[config.mk]
export PLATFORM = sky130hd
export DESIGN_NAME = pcie_refclk_distribution
export DESIGN_NICKNAME = d
export VERILOG_FILES = /design/src/refclk_pkg.sv /design/src/lane_map_ram.sv /design/src/pcie_refclk_distribution.sv
export SDC_FILE = /design/constraint.sdc
export NUM_CORES = 1
export LEC_CHECK = 0
export ABC_AREA = 0
export BUFFER_PORTS_ARGS = -buffer_cell sky130_fd_sc_hd__buf_2
export CELL_PAD_IN_SITES_DETAIL_PLACEMENT = 0
export CELL_PAD_IN_SITES_GLOBAL_PLACEMENT = 2
export CORE_MARGIN = 5
export CORE_UTILIZATION = 36
export CTS_CLUSTER_SIZE = 40
export DETAILED_ROUTE_END_ITERATION = 7
export GPL_TIMING_DRIVEN = 0
export PLACE_DENSITY_LB_ADDON = 0.25
export SYNTH_ARGS = -nofsm -noshare
export SYNTH_HDL_FRONTEND = slang
export SYNTH_SLANG_ARGS = --single-unit
[constraint.sdc]
create_clock -name ref_clk -period 4.3 [get_ports ref_clk]
set_input_delay 0.86 -clock ref_clk [delete_from_list [all_inputs] [get_ports ref_clk]]
set_output_delay 0.86 -clock ref_clk [all_outputs]
set_load 0.01 [all_outputs]
[src/refclk_pkg.sv]
// Purpose: Shared constants and types for the reference clock distribution block
// Assumes: One 100 MHz system clock; all rates below it are enable pulses
// Notes: Lane numbers are held one-based; zero means no lane mapped
package refclk_pkg;
   localparam int unsigned NUM_OUTPUTS = 9;
   localparam int unsigned LOW_GROUP_SIZE = 6;
   localparam int unsigned LANE_W = 5;
   localparam logic [4:0] LOW_LANE_MIN = 5'h01;
   localparam logic [4:0] LOW_LANE_MAX = 5'h0c;
   localparam logic [4:0] HIGH_LANE_MIN = 5'h0d;
   localparam logic [4:0] HIGH_LANE_MAX = 5'h14;
   localparam logic [4:0] LANE_RESET = 5'h00;
   // Clock rates in kHz
   localparam int unsigned SYS_CLK_KHZ = 100000;
   localparam int unsigned XTAL_KHZ = 38400;
   localparam int unsigned PCIE_REF_KHZ = 100000;
   // Fixed domain enable: phase accumulator step for 38.4 of 100
   localparam logic [16:0] FIXED_STEP = 17'h00180;
   localparam logic [16:0] FIXED_MOD = 17'h003e8;
   // Spread modulation: triangle up to pll_ctrl.ssc_level, one step every SSC_DIV+1 cycles
   localparam logic [7:0] SSC_DIV = 8'h0f;
   localparam logic [7:0] SSC_SPAN = 8'h64;
   localparam logic [7:0] SSC_LEVEL_RESET = 8'h32;
   localparam logic [7:0] BCLK_RATIO_RESET = 8'h01;

   typedef enum logic [1:0] {
      PWR_RESET,
      PWR_AFTER_RESET,
      PWR_ACTIVE,
      PWR_SLEEP
   } power_state_e;

   typedef struct packed {
      logic [7:0] ssc_level;
      logic ssc_enable;
      logic [7:0] bclk_ratio;
      logic emi_dither_enable;
   } pll_ctrl_s;

   typedef struct packed {
      logic fixed_en;
      logic pcie_ref_en;
      logic bclk_en;
      logic [7:0] ssc_phase;
   } clk_status_s;
endpackage

[src/lane_map_ram.sv]
// Purpose: Holds the lane assignment of each clock request line
// Assumes: Single write port, single registered read port
// Notes: Contents clear to the unmapped value at reset
`timescale 1ns/100ps
`default_nettype none
module lane_map_ram #(
   parameter int unsigned DEPTH = 9,
   parameter int unsigned WIDTH = 5
) (
   input wire logic ref_clk,
   input wire logic rst_n,
   input wire logic wr_en,
   input wire logic [3:0] wr_addr,
   input wire logic [WIDTH-1:0] wr_data,
   input wire logic [3:0] rd_addr,
   output logic [WIDTH-1:0] rd_data,
   output logic [DEPTH*WIDTH-1:0] all_data
);
   logic [WIDTH-1:0] mem_reg [DEPTH];
   logic [WIDTH-1:0] mem_next [DEPTH];
   logic [WIDTH-1:0] rd_reg;
   logic [WIDTH-1:0] rd_next;

   // Next contents and read word
   always_comb begin
      for (int i = 0; i < DEPTH; i++) begin
         mem_next[i] = (wr_en && wr_addr == 4'(i)) ? wr_data : mem_reg[i];
      end
      rd_next = (32'(rd_addr) < DEPTH) ? mem_reg[rd_addr] : '0;
   end

   // Storage; read data registered
   always_ff @(posedge ref_clk or negedge rst_n) begin
      if (!rst_n) begin
         for (int i = 0; i < DEPTH; i++) begin
            mem_reg[i] <= '0;
         end
         rd_reg <= '0;
      end else begin
         mem_reg <= mem_next;
         rd_reg <= rd_next;
      end
   end

   assign rd_data = rd_reg;
   always_comb begin
      for (int i = 0; i < DEPTH; i++) begin
         all_data[i*WIDTH +: WIDTH] = mem_reg[i];
      end
   end
endmodule
`default_nettype wire

[src/pcie_refclk_distribution.sv]
// Purpose: Reference clock generation and gating for attached PCIe devices
// Assumes: ref_clk 100 MHz; output pairs carry enable-gated clock levels
// Notes: No software registers; configuration arrives on plain ports
//
// Behaviour
// - Nine 100 MHz differential outputs; spread is carried as phase status, not on the pairs.
// - Request lines 5..0 map to any lane 1-12 via outputs 5..0.
// - Request lines 8..6 map to any lane 13-20 via outputs 8..6.
// - Outputs toggle in and after reset, low in S4/S5; requests never driven.
// - Each request line is open drain; a device pulls it to ask for clock.
// - Fixed timebase comes from a 38.4 MHz crystal, one input, one output.
// - Fixed 38.4 MHz clock has no spread; feeds display, voltage id, counters, Type-C.
// - Internal PCIe reference is 100 MHz with spread; clocks PCIe controllers.
// - A PLL derives the base clock from the fixed crystal clock.
// - Base PLL has emission mitigation and overclock ratio controls.
`timescale 1ns/100ps
`default_nettype none
module pcie_refclk_distribution #(
   parameter int unsigned NUM_OUT = refclk_pkg::NUM_OUTPUTS
) (
   input wire logic ref_clk,
   input wire logic arst_n,
   input wire logic resume_well_reset_n,
   input wire logic sleep_s4s5,
   input wire logic xtal_in,
   output logic xtal_out,
   input wire logic [NUM_OUT-1:0] refclk_request_n_in,
   output logic [NUM_OUT-1:0] refclk_request_n_out,
   output logic [NUM_OUT-1:0] refclk_request_n_oe_n,
   input wire logic map_wr_en,
   input wire logic [3:0] map_wr_index,
   input wire logic [4:0] map_wr_lane,
   output logic map_wr_reject,
   input wire logic [3:0] map_rd_index,
   output logic [4:0] map_rd_lane,
   input wire refclk_pkg::pll_ctrl_s pll_ctrl,
   output logic [NUM_OUT-1:0] pcie_refclk_out_pos,
   output logic [NUM_OUT-1:0] pcie_refclk_out_neg,
   output logic [NUM_OUT-1:0] lane_clock_active,
   output logic pcie_ref_domain_clock,
   output logic fixed_clk_en,
   output logic bclk_en,
   output refclk_pkg::clk_status_s status
);
   logic rst_sync1_reg, rst_sync2_reg;
   logic rst_n;

   // Reset release through two flops
   always_ff @(posedge ref_clk or negedge arst_n) begin
      if (!arst_n) begin
         rst_sync1_reg <= 1'b0;
         rst_sync2_reg <= 1'b0;
      end else begin
         rst_sync1_reg <= 1'b1;
         rst_sync2_reg <= rst_sync1_reg;
      end
   end
   assign rst_n = rst_sync2_reg;

   // Lane range check per request index
   function automatic logic lane_legal(input logic [3:0] idx, input logic [4:0] lane);
      if (32'(idx) < refclk_pkg::LOW_GROUP_SIZE) begin
         lane_legal = lane >= refclk_pkg::LOW_LANE_MIN && lane <= refclk_pkg::LOW_LANE_MAX;
      end else if (32'(idx) < NUM_OUT) begin
         lane_legal = lane >= refclk_pkg::HIGH_LANE_MIN && lane <= refclk_pkg::HIGH_LANE_MAX;
      end else begin
         lane_legal = 1'b0;
      end
   endfunction

   logic [NUM_OUT*5-1:0] map_all;
   logic map_accept;
   // Out-of-group lanes are refused so a low output never serves a high lane
   assign map_accept = map_wr_en && lane_legal(map_wr_index, map_wr_lane);
   assign map_wr_reject = map_wr_en && !map_accept;

   lane_map_ram #(.DEPTH(NUM_OUT), .WIDTH(refclk_pkg::LANE_W)) u_map (
      .ref_clk(ref_clk),
      .rst_n(rst_n),
      .wr_en(map_accept),
      .wr_addr(map_wr_index),
      .wr_data(map_wr_lane),
      .rd_addr(map_rd_index),
      .rd_data(map_rd_lane),
      .all_data(map_all)
   );

   // Power state tracking relative to the resume-well reset
   refclk_pkg::power_state_e pwr_reg, pwr_next;
   always_comb begin
      pwr_next = pwr_reg;
      case (pwr_reg)
         refclk_pkg::PWR_RESET: if (resume_well_reset_n) pwr_next = refclk_pkg::PWR_AFTER_RESET;
         refclk_pkg::PWR_AFTER_RESET: pwr_next = refclk_pkg::PWR_ACTIVE;
         refclk_pkg::PWR_ACTIVE: if (sleep_s4s5) pwr_next = refclk_pkg::PWR_SLEEP;
         refclk_pkg::PWR_SLEEP: if (!sleep_s4s5) pwr_next = refclk_pkg::PWR_ACTIVE;
         default: pwr_next = refclk_pkg::PWR_RESET;
      endcase
      if (!resume_well_reset_n) pwr_next = refclk_pkg::PWR_RESET;
      else if (sleep_s4s5) pwr_next = refclk_pkg::PWR_SLEEP;
   end

   // Divider phases: fixed 38.4 accumulator, spread triangle, base PLL ratio
   logic [16:0] facc_reg, facc_next;
   logic fen_reg, fen_next;
   logic [7:0] sdiv_reg, sdiv_next, sph_reg, sph_next, bcnt_reg, bcnt_next;
   logic sdir_reg, sdir_next, ben_reg, ben_next, pcie_ph_reg, pcie_ph_next;
   logic xtal_q_reg, xtal_q_next;
   always_comb begin
      // Fixed domain enable, no spread applied
      if (facc_reg + refclk_pkg::FIXED_STEP >= refclk_pkg::FIXED_MOD) begin
         facc_next = facc_reg + refclk_pkg::FIXED_STEP - refclk_pkg::FIXED_MOD;
         fen_next = 1'b1;
      end else begin
         facc_next = facc_reg + refclk_pkg::FIXED_STEP;
         fen_next = 1'b0;
      end
      // Spread phase walks a triangle up to the chosen level
      sdiv_next = (sdiv_reg == refclk_pkg::SSC_DIV) ? 8'h00 : sdiv_reg + 8'h01;
      sph_next = sph_reg;
      sdir_next = sdir_reg;
      if (!pll_ctrl.ssc_enable) begin
         sph_next = 8'h00;
      end else if (sdiv_reg == refclk_pkg::SSC_DIV) begin
         if (sdir_reg) begin
            sph_next = sph_reg + 8'h01;
            if (sph_reg + 8'h01 >= pll_ctrl.ssc_level) sdir_next = 1'b0;
         end else begin
            sph_next = (sph_reg == 8'h00) ? 8'h00 : sph_reg - 8'h01;
            if (sph_reg <= 8'h01) sdir_next = 1'b1;
         end
      end
      // Base clock derived from fixed enables, ratio sets overclock
      ben_next = 1'b0;
      bcnt_next = bcnt_reg;
      if (fen_reg) begin
         bcnt_next = bcnt_reg + 8'h01;
         if (bcnt_reg + 8'h01 >= pll_ctrl.bclk_ratio) begin
            bcnt_next = 8'h00;
            ben_next = 1'b1;
         end
      end
      // Dither drops the base pulse on odd spread phases for emission spread
      if (pll_ctrl.emi_dither_enable && sph_reg[0]) ben_next = 1'b0;
      // PCIe reference toggles each cycle: spread is carried as phase status
      pcie_ph_next = !pcie_ph_reg;
      xtal_q_next = xtal_in;
   end

   // Output gating per pair
   logic [NUM_OUT-1:0] act_reg, act_next;
   logic [NUM_OUT-1:0] pos_reg, pos_next, neg_reg, neg_next;
   always_comb begin
      for (int i = 0; i < NUM_OUT; i++) begin
         // Toggle through reset and just after it; the grant follows the request of a mapped line
         act_next[i] = !refclk_request_n_in[i] && map_all[i*5 +: 5] != refclk_pkg::LANE_RESET;
         if (pwr_reg == refclk_pkg::PWR_SLEEP) begin
            pos_next[i] = 1'b0;
            neg_next[i] = 1'b0;
         end else if (pwr_reg != refclk_pkg::PWR_ACTIVE || act_reg[i]) begin
            pos_next[i] = !pcie_ph_reg;
            neg_next[i] = pcie_ph_reg;
         end else begin
            pos_next[i] = 1'b0;
            neg_next[i] = 1'b0;
         end
      end
   end

   always_ff @(posedge ref_clk or negedge rst_n) begin
      if (!rst_n) begin
         pwr_reg <= refclk_pkg::PWR_RESET;
         facc_reg <= '0;
         fen_reg <= 1'b0;
         sdiv_reg <= 8'h00;
         sph_reg <= 8'h00;
         sdir_reg <= 1'b1;
         bcnt_reg <= 8'h00;
         ben_reg <= 1'b0;
         pcie_ph_reg <= 1'b0;
         xtal_q_reg <= 1'b0;
         act_reg <= '0;
         pos_reg <= '0;
         neg_reg <= '0;
      end else begin
         pwr_reg <= pwr_next;
         facc_reg <= facc_next;
         fen_reg <= fen_next;
         sdiv_reg <= sdiv_next;
         sph_reg <= sph_next;
         sdir_reg <= sdir_next;
         bcnt_reg <= bcnt_next;
         ben_reg <= ben_next;
         pcie_ph_reg <= pcie_ph_next;
         xtal_q_reg <= xtal_q_next;
         act_reg <= act_next;
         pos_reg <= pos_next;
         neg_reg <= neg_next;
      end
   end

   // Request lines are only ever sensed, never pulled by this end
   assign refclk_request_n_out = '0;
   assign refclk_request_n_oe_n = '1;
   assign xtal_out = !xtal_q_reg;
   assign pcie_refclk_out_pos = pos_reg;
   assign pcie_refclk_out_neg = neg_reg;
   assign lane_clock_active = act_reg;
   assign pcie_ref_domain_clock = pcie_ph_reg;
   assign fixed_clk_en = fen_reg;
   assign bclk_en = ben_reg;
   assign status = '{fixed_en: fen_reg, pcie_ref_en: pcie_ph_reg, bclk_en: ben_reg,
                     ssc_phase: sph_reg};

   // Checks
   property p_sleep_low;
      @(posedge ref_clk) disable iff (!rst_n)
         pwr_reg == refclk_pkg::PWR_SLEEP |=> (pcie_refclk_out_pos == '0 && pcie_refclk_out_neg == '0);
   endproperty
   a_sleep_low: assert property (p_sleep_low) else $error("Outputs not low in sleep");
   property p_reset_toggle;
      @(posedge ref_clk) disable iff (!rst_n)
         pwr_reg == refclk_pkg::PWR_RESET ##1 pwr_reg == refclk_pkg::PWR_RESET
         |=> pcie_refclk_out_pos[0] != $past(pcie_refclk_out_pos[0]);
   endproperty
   a_reset_toggle: assert property (p_reset_toggle) else $error("No toggle in reset");
   property p_undriven;
      @(posedge ref_clk) disable iff (!rst_n) refclk_request_n_oe_n == '1;
   endproperty
   a_undriven: assert property (p_undriven) else $error("Request line driven");
   property p_map_range;
      @(posedge ref_clk) disable iff (!rst_n)
         map_wr_en && map_wr_index < 4'h6 && map_wr_lane > refclk_pkg::LOW_LANE_MAX |-> map_wr_reject;
   endproperty
   a_map_range: assert property (p_map_range) else $error("Low group took high lane");
   property p_map_high;
      @(posedge ref_clk) disable iff (!rst_n)
         map_wr_en && map_wr_index == 4'h7 && map_wr_lane == 5'h0d |-> !map_wr_reject;
   endproperty
   a_map_high: assert property (p_map_high) else $error("High lane refused");
   property p_grant;
      @(posedge ref_clk) disable iff (!rst_n)
         !refclk_request_n_in[0] && map_all[4:0] != 5'h00 |=> lane_clock_active[0];
   endproperty
   a_grant: assert property (p_grant) else $error("Requested clock not granted");
   // In the active state every granted pair must come out complementary one cycle after its grant
   property p_diff;
      @(posedge ref_clk) disable iff (!rst_n)
         pwr_reg == refclk_pkg::PWR_ACTIVE
         |=> ((pcie_refclk_out_pos ^ pcie_refclk_out_neg) & $past(act_reg)) == $past(act_reg);
   endproperty
   a_diff: assert property (p_diff) else $error("Pair not complementary");
   property p_fixed_rate;
      @(posedge ref_clk) disable iff (!rst_n) fixed_clk_en |=> !fixed_clk_en;
   endproperty
   a_fixed_rate: assert property (p_fixed_rate) else $error("Fixed enable too fast");
   property p_no_ssc;
      @(posedge ref_clk) disable iff (!rst_n) !pll_ctrl.ssc_enable |=> status.ssc_phase == 8'h00;
   endproperty
   a_no_ssc: assert property (p_no_ssc) else $error("Spread active while off");
endmodule
`default_nettype wire

==> results.tsv <==
stage	metric	value	unit
drt	Vias per Instance	4.858	
hold_path	hold crit path type	in -> async	
logic_synthesis	largest family of logic cells by synthesized area	simple AND/OR/NAND/NOR gates	
floorplanning	I/O pin count	112	
logic_synthesis	Post-synth EDFFs	0	
clock_network	Setup Fix Bufs, Post-CTS	0	
timing	Least-Margin Pin Slew	0.9152	ns
worst_setup_path	Crit Path Max Fanout	8	
drt	DR WL/cell	15.58	µm
placed_design	GPL Wtd Cong	0.8324	
timing	WHS	0.2156	ns
timing	fin. max-slew vios	0	
clock_network	CTS tree	built	
timing	relative slew slack	38.99	%
global_routing	antenna violations before repair	0	
logic_synthesis	Adder-Cell Fraction of Synth Area	5.142	%
drt	1st-pass router iterations	4	
clock_network	Skew-Pair Late Insertion Delay	0.41	ns
worst_setup_path	worst path required time	3.44	ns
worst_setup_path	Critical Path, Cell by Cell	buf_2 -> nor4b_1 -> a21oi_1 -> nor3_1 -> a21oi_1 -> and2_1 -> buf_2	
run_status	status	finished, final reports clean	
layout	Ant. Diodes	0	
logic_synthesis	synth unique cells	56	
worst_setup_path	crit path DAT	2.29	ns
logic_synthesis	Synth area leader	dfrtp_1	
drt	drt drc	0	
drt	DR vias	4581	
logic_synthesis	most common cell in the synthesized netlist	dfrtp_1	
power	PD cells	431.3	nW/µm²
clock_network	H-tree levels	4	
drt	Initial DRC Count	204	
drt	Final ANT Viol Nets	0	
logic_synthesis	Post-Syn Area	6326	µm²
global_routing	vias in the first global route	4716	
global_routing	largest net degree at the start of global routing	69	
layout	final net count	777	
logic_synthesis	Synth top area share	48.66	%
logic_synthesis	Synth async-reset ratio	100.0	%
worst_setup_path	crit path max-delay cell type	nor4b_1	
clock_network	CTS max path bufs	2	
floorplanning	initial core utilization	36.57	%
logic_synthesis	Syn Inst Count	578	
timing	Final period util	73.22	%
global_routing	GR Overflow Total	0	
timing	max frequency	317.6	MHz
logic_synthesis	Compound-Gate Fraction of Synth Area	9.869	%
clock_network	clk root buf	clkbuf_16	
worst_setup_path	critical path class	in -> out	
layout	layout cells sized above 1	28.41	%
logic_synthesis	most used flip-flop cell after synthesis	dfrtp_1	
timing	Final Hold Fails	0	
placed_design	IO Port Bufs	90	
logic_synthesis	mux cell area share after synthesis	11.43	%
timing	unrepaired setup endpoints after global routing	false	
placed_design	hpwl dp	11110	µm
timing	Final Skew	0.005723	ns
logic_synthesis	Synth Area in Simple Gates	13.01	%
power	leakage dissipation	3.882	nW
logic_synthesis	sequential element share of the synthesized area	49.07	%
run	max-cap viol count	0	
logic_synthesis	top post-synthesis cells by area	dfrtp_1 49%, mux2_2 6.8%, ha_1 5.1%, mux4_2 3.6%, a21oi_1 3.3%	
global_routing	first-pass GRT wire length	24430	µm
clock_network	CTS resizes	0	
worst_setup_path	slowest cell delay on critical path	0.64	ns
logic_synthesis	Synth top cells by count	123 x dfrtp_1, 42 x a21oi_1, 38 x mux2_2	
layout	post-layout util	45.03	%
clock_network	Worst-path clk slew	0.06	ns
layout	P&R area growth vs syn	23.12	%
drt	WL final	14700	µm
floorplanning	die area	20320	µm²
clock_network	# clock sinks	124	
worst_setup_path	CP endpoint kind	output pin	
power	VDD IR max	255.3	µV
logic_synthesis	Mean Syn Cell Area	10.94	µm²
logic_synthesis	synthesized flop and latch total	124	
clock_network	cts bufs inserted	17	
logic_synthesis	Post-Synth XOR/XNOR Area	5.538	%
global_routing	GRT Overall Usage	15.16	%
floorplanning	Core Area	17300	µm²
clock_network	# hold bufs at CTS	0	
power	Pwr Total	3.360	mW
timing	clock period minus worst slack	3.149	ns
timing	Setup Viol. Count Final	0	
floorplanning	chip width	142.6	µm
floorplanning	die height	142.6	µm
logic_synthesis	YS warnings	0	
layout	flip-flop count of the largest register after layout	45	
floorplanning	row count	48	
worst_setup_path	Critical Path Start Type	input pin	
## layer usage
| layer | global-route usage, % | share of wire (%) | routed length (µm) |
|---|---|---|---|
| met4 | 4.952 | 1.6 | 229 |
| met5 | 0 | 0 | 0 |
| met3 | 3.562 | 4.9 | 719 |
| met2 | 24.73 | 48 | 7036 |
| met1 | 19.98 | 46 | 6711 |
## cells in the final DEF (no fill, tap or decap), types with 4 or more instances in the layout
cell type / Yosys / layout
nand2_1: 26 / 26
clkbuf_16: 0 / 17
xnor2_1: 23 / 23
o22ai_1: 5 / 5
and2_1: 7 / 7
mux2_2: 38 / 38
nor2_1: 28 / 28
buf_4: 21 / 21
buf_2: 1 / 91
and3_1: 5 / 5
ha_1: 26 / 26
conb_1: 2 / 19
nor4_1: 4 / 4
a21oi_1: 42 / 42
xor2_1: 17 / 17
clkinvlp_4: 0 / 4
a21o_1: 10 / 10
nor2b_1: 9 / 9
nand3b_1: 4 / 4
mux4_2: 10 / 10
mux2i_1: 7 / 7
nor3_1: 21 / 21
bufinv_16: 0 / 4
o21ai_0: 23 / 23
clkbuf_1: 15 / 16
nor4b_1: 6 / 6
nand3_1: 19 / 19
nand2b_1: 12 / 12
o21a_1: 4 / 4
dfrtp_1: 123 / 122
inv_1: 31 / 31
## critical path: cells and delay by family
| kind | cells | cell delay (ns) |
|---|---|---|
| AND/OR/NAND/NOR | 3 | 0.99 |
| AO/OA/AOI/OAI | 2 | 0.15 |
| buffers and inverters | 2 | 0.27 |
## cell type report
class / instances / area (µm²)
flip-flops and latches: 124 / 3108
multi-input cells: 397 / 2918
repair buffers: 91 / 478.0
inverters: 33 / 126.4
clock inverters: 11 / 165.2
clock buffers: 21 / 470.5
fillers: 1660 / 9508
plain buffers: 41 / 241.5
well taps: 225 / 281.5
## final timing paths
path | from | end | slack [ns] | cells after the start
max reg2reg | facc_reg[7]$_DFF_PN0_ | facc_reg[7]$_DFF_PN0_ | 1.53 | 10
min in group ref_clk | rst_sync1_reg$_DFF_PN0_ | rst_n$_DFF_PN0_ | 0.36 | 0
max | map_wr_index[1] | map_wr_reject | 1.15 | 7
min reg2reg | rst_sync1_reg$_DFF_PN0_ | rst_n$_DFF_PN0_ | 0.36 | 0
min | arst_n | rst_sync1_reg$_DFF_PN0_ | 0.22 | 1
max in group asynchronous | rst_n$_DFF_PN0_ | pcie_refclk_out_pos[3]$_DFF_PN0_ | 3.06 | 1
## metrics by stage
stage / setup TNS, ns / setup slack (ns) / cells / cell area [µm²]
5_1_grt: 0 / 0.9900 / 943 / 7789
4_1_cts: 0 / 1.143 / 943 / 7789
2_1_floorplan: 0 / 0.5913 / 595 / 6390
3_5_place_dp: 0 / 1.152 / 911 / 7153
6_report: 0 / 1.151 / 943 / 7789
3_3_place_gp: -87.07 / -0.7267 / 910 / 7122
## kinds of logic after synthesis
| group | Yosys count |
|---|---|
| buffers and inverters | 74 |
| AOI/OAI and AO/OA | 103 |
| DFF | 124 |
| and+or+nand+nor | 154 |
| xor gates and xnor gates | 40 |
| adders and majority gates | 26 |
| other | 2 |
| muxes | 55 |
## power breakdown
group	internal (mW)	leakage, nW	switching (mW)
combinational	0.227	1.96	0.222
clock	1.01	0.301	0.520
sequential	1.28	1.62	0.100
Note: power is estimated with default switching activity, not from simulation.
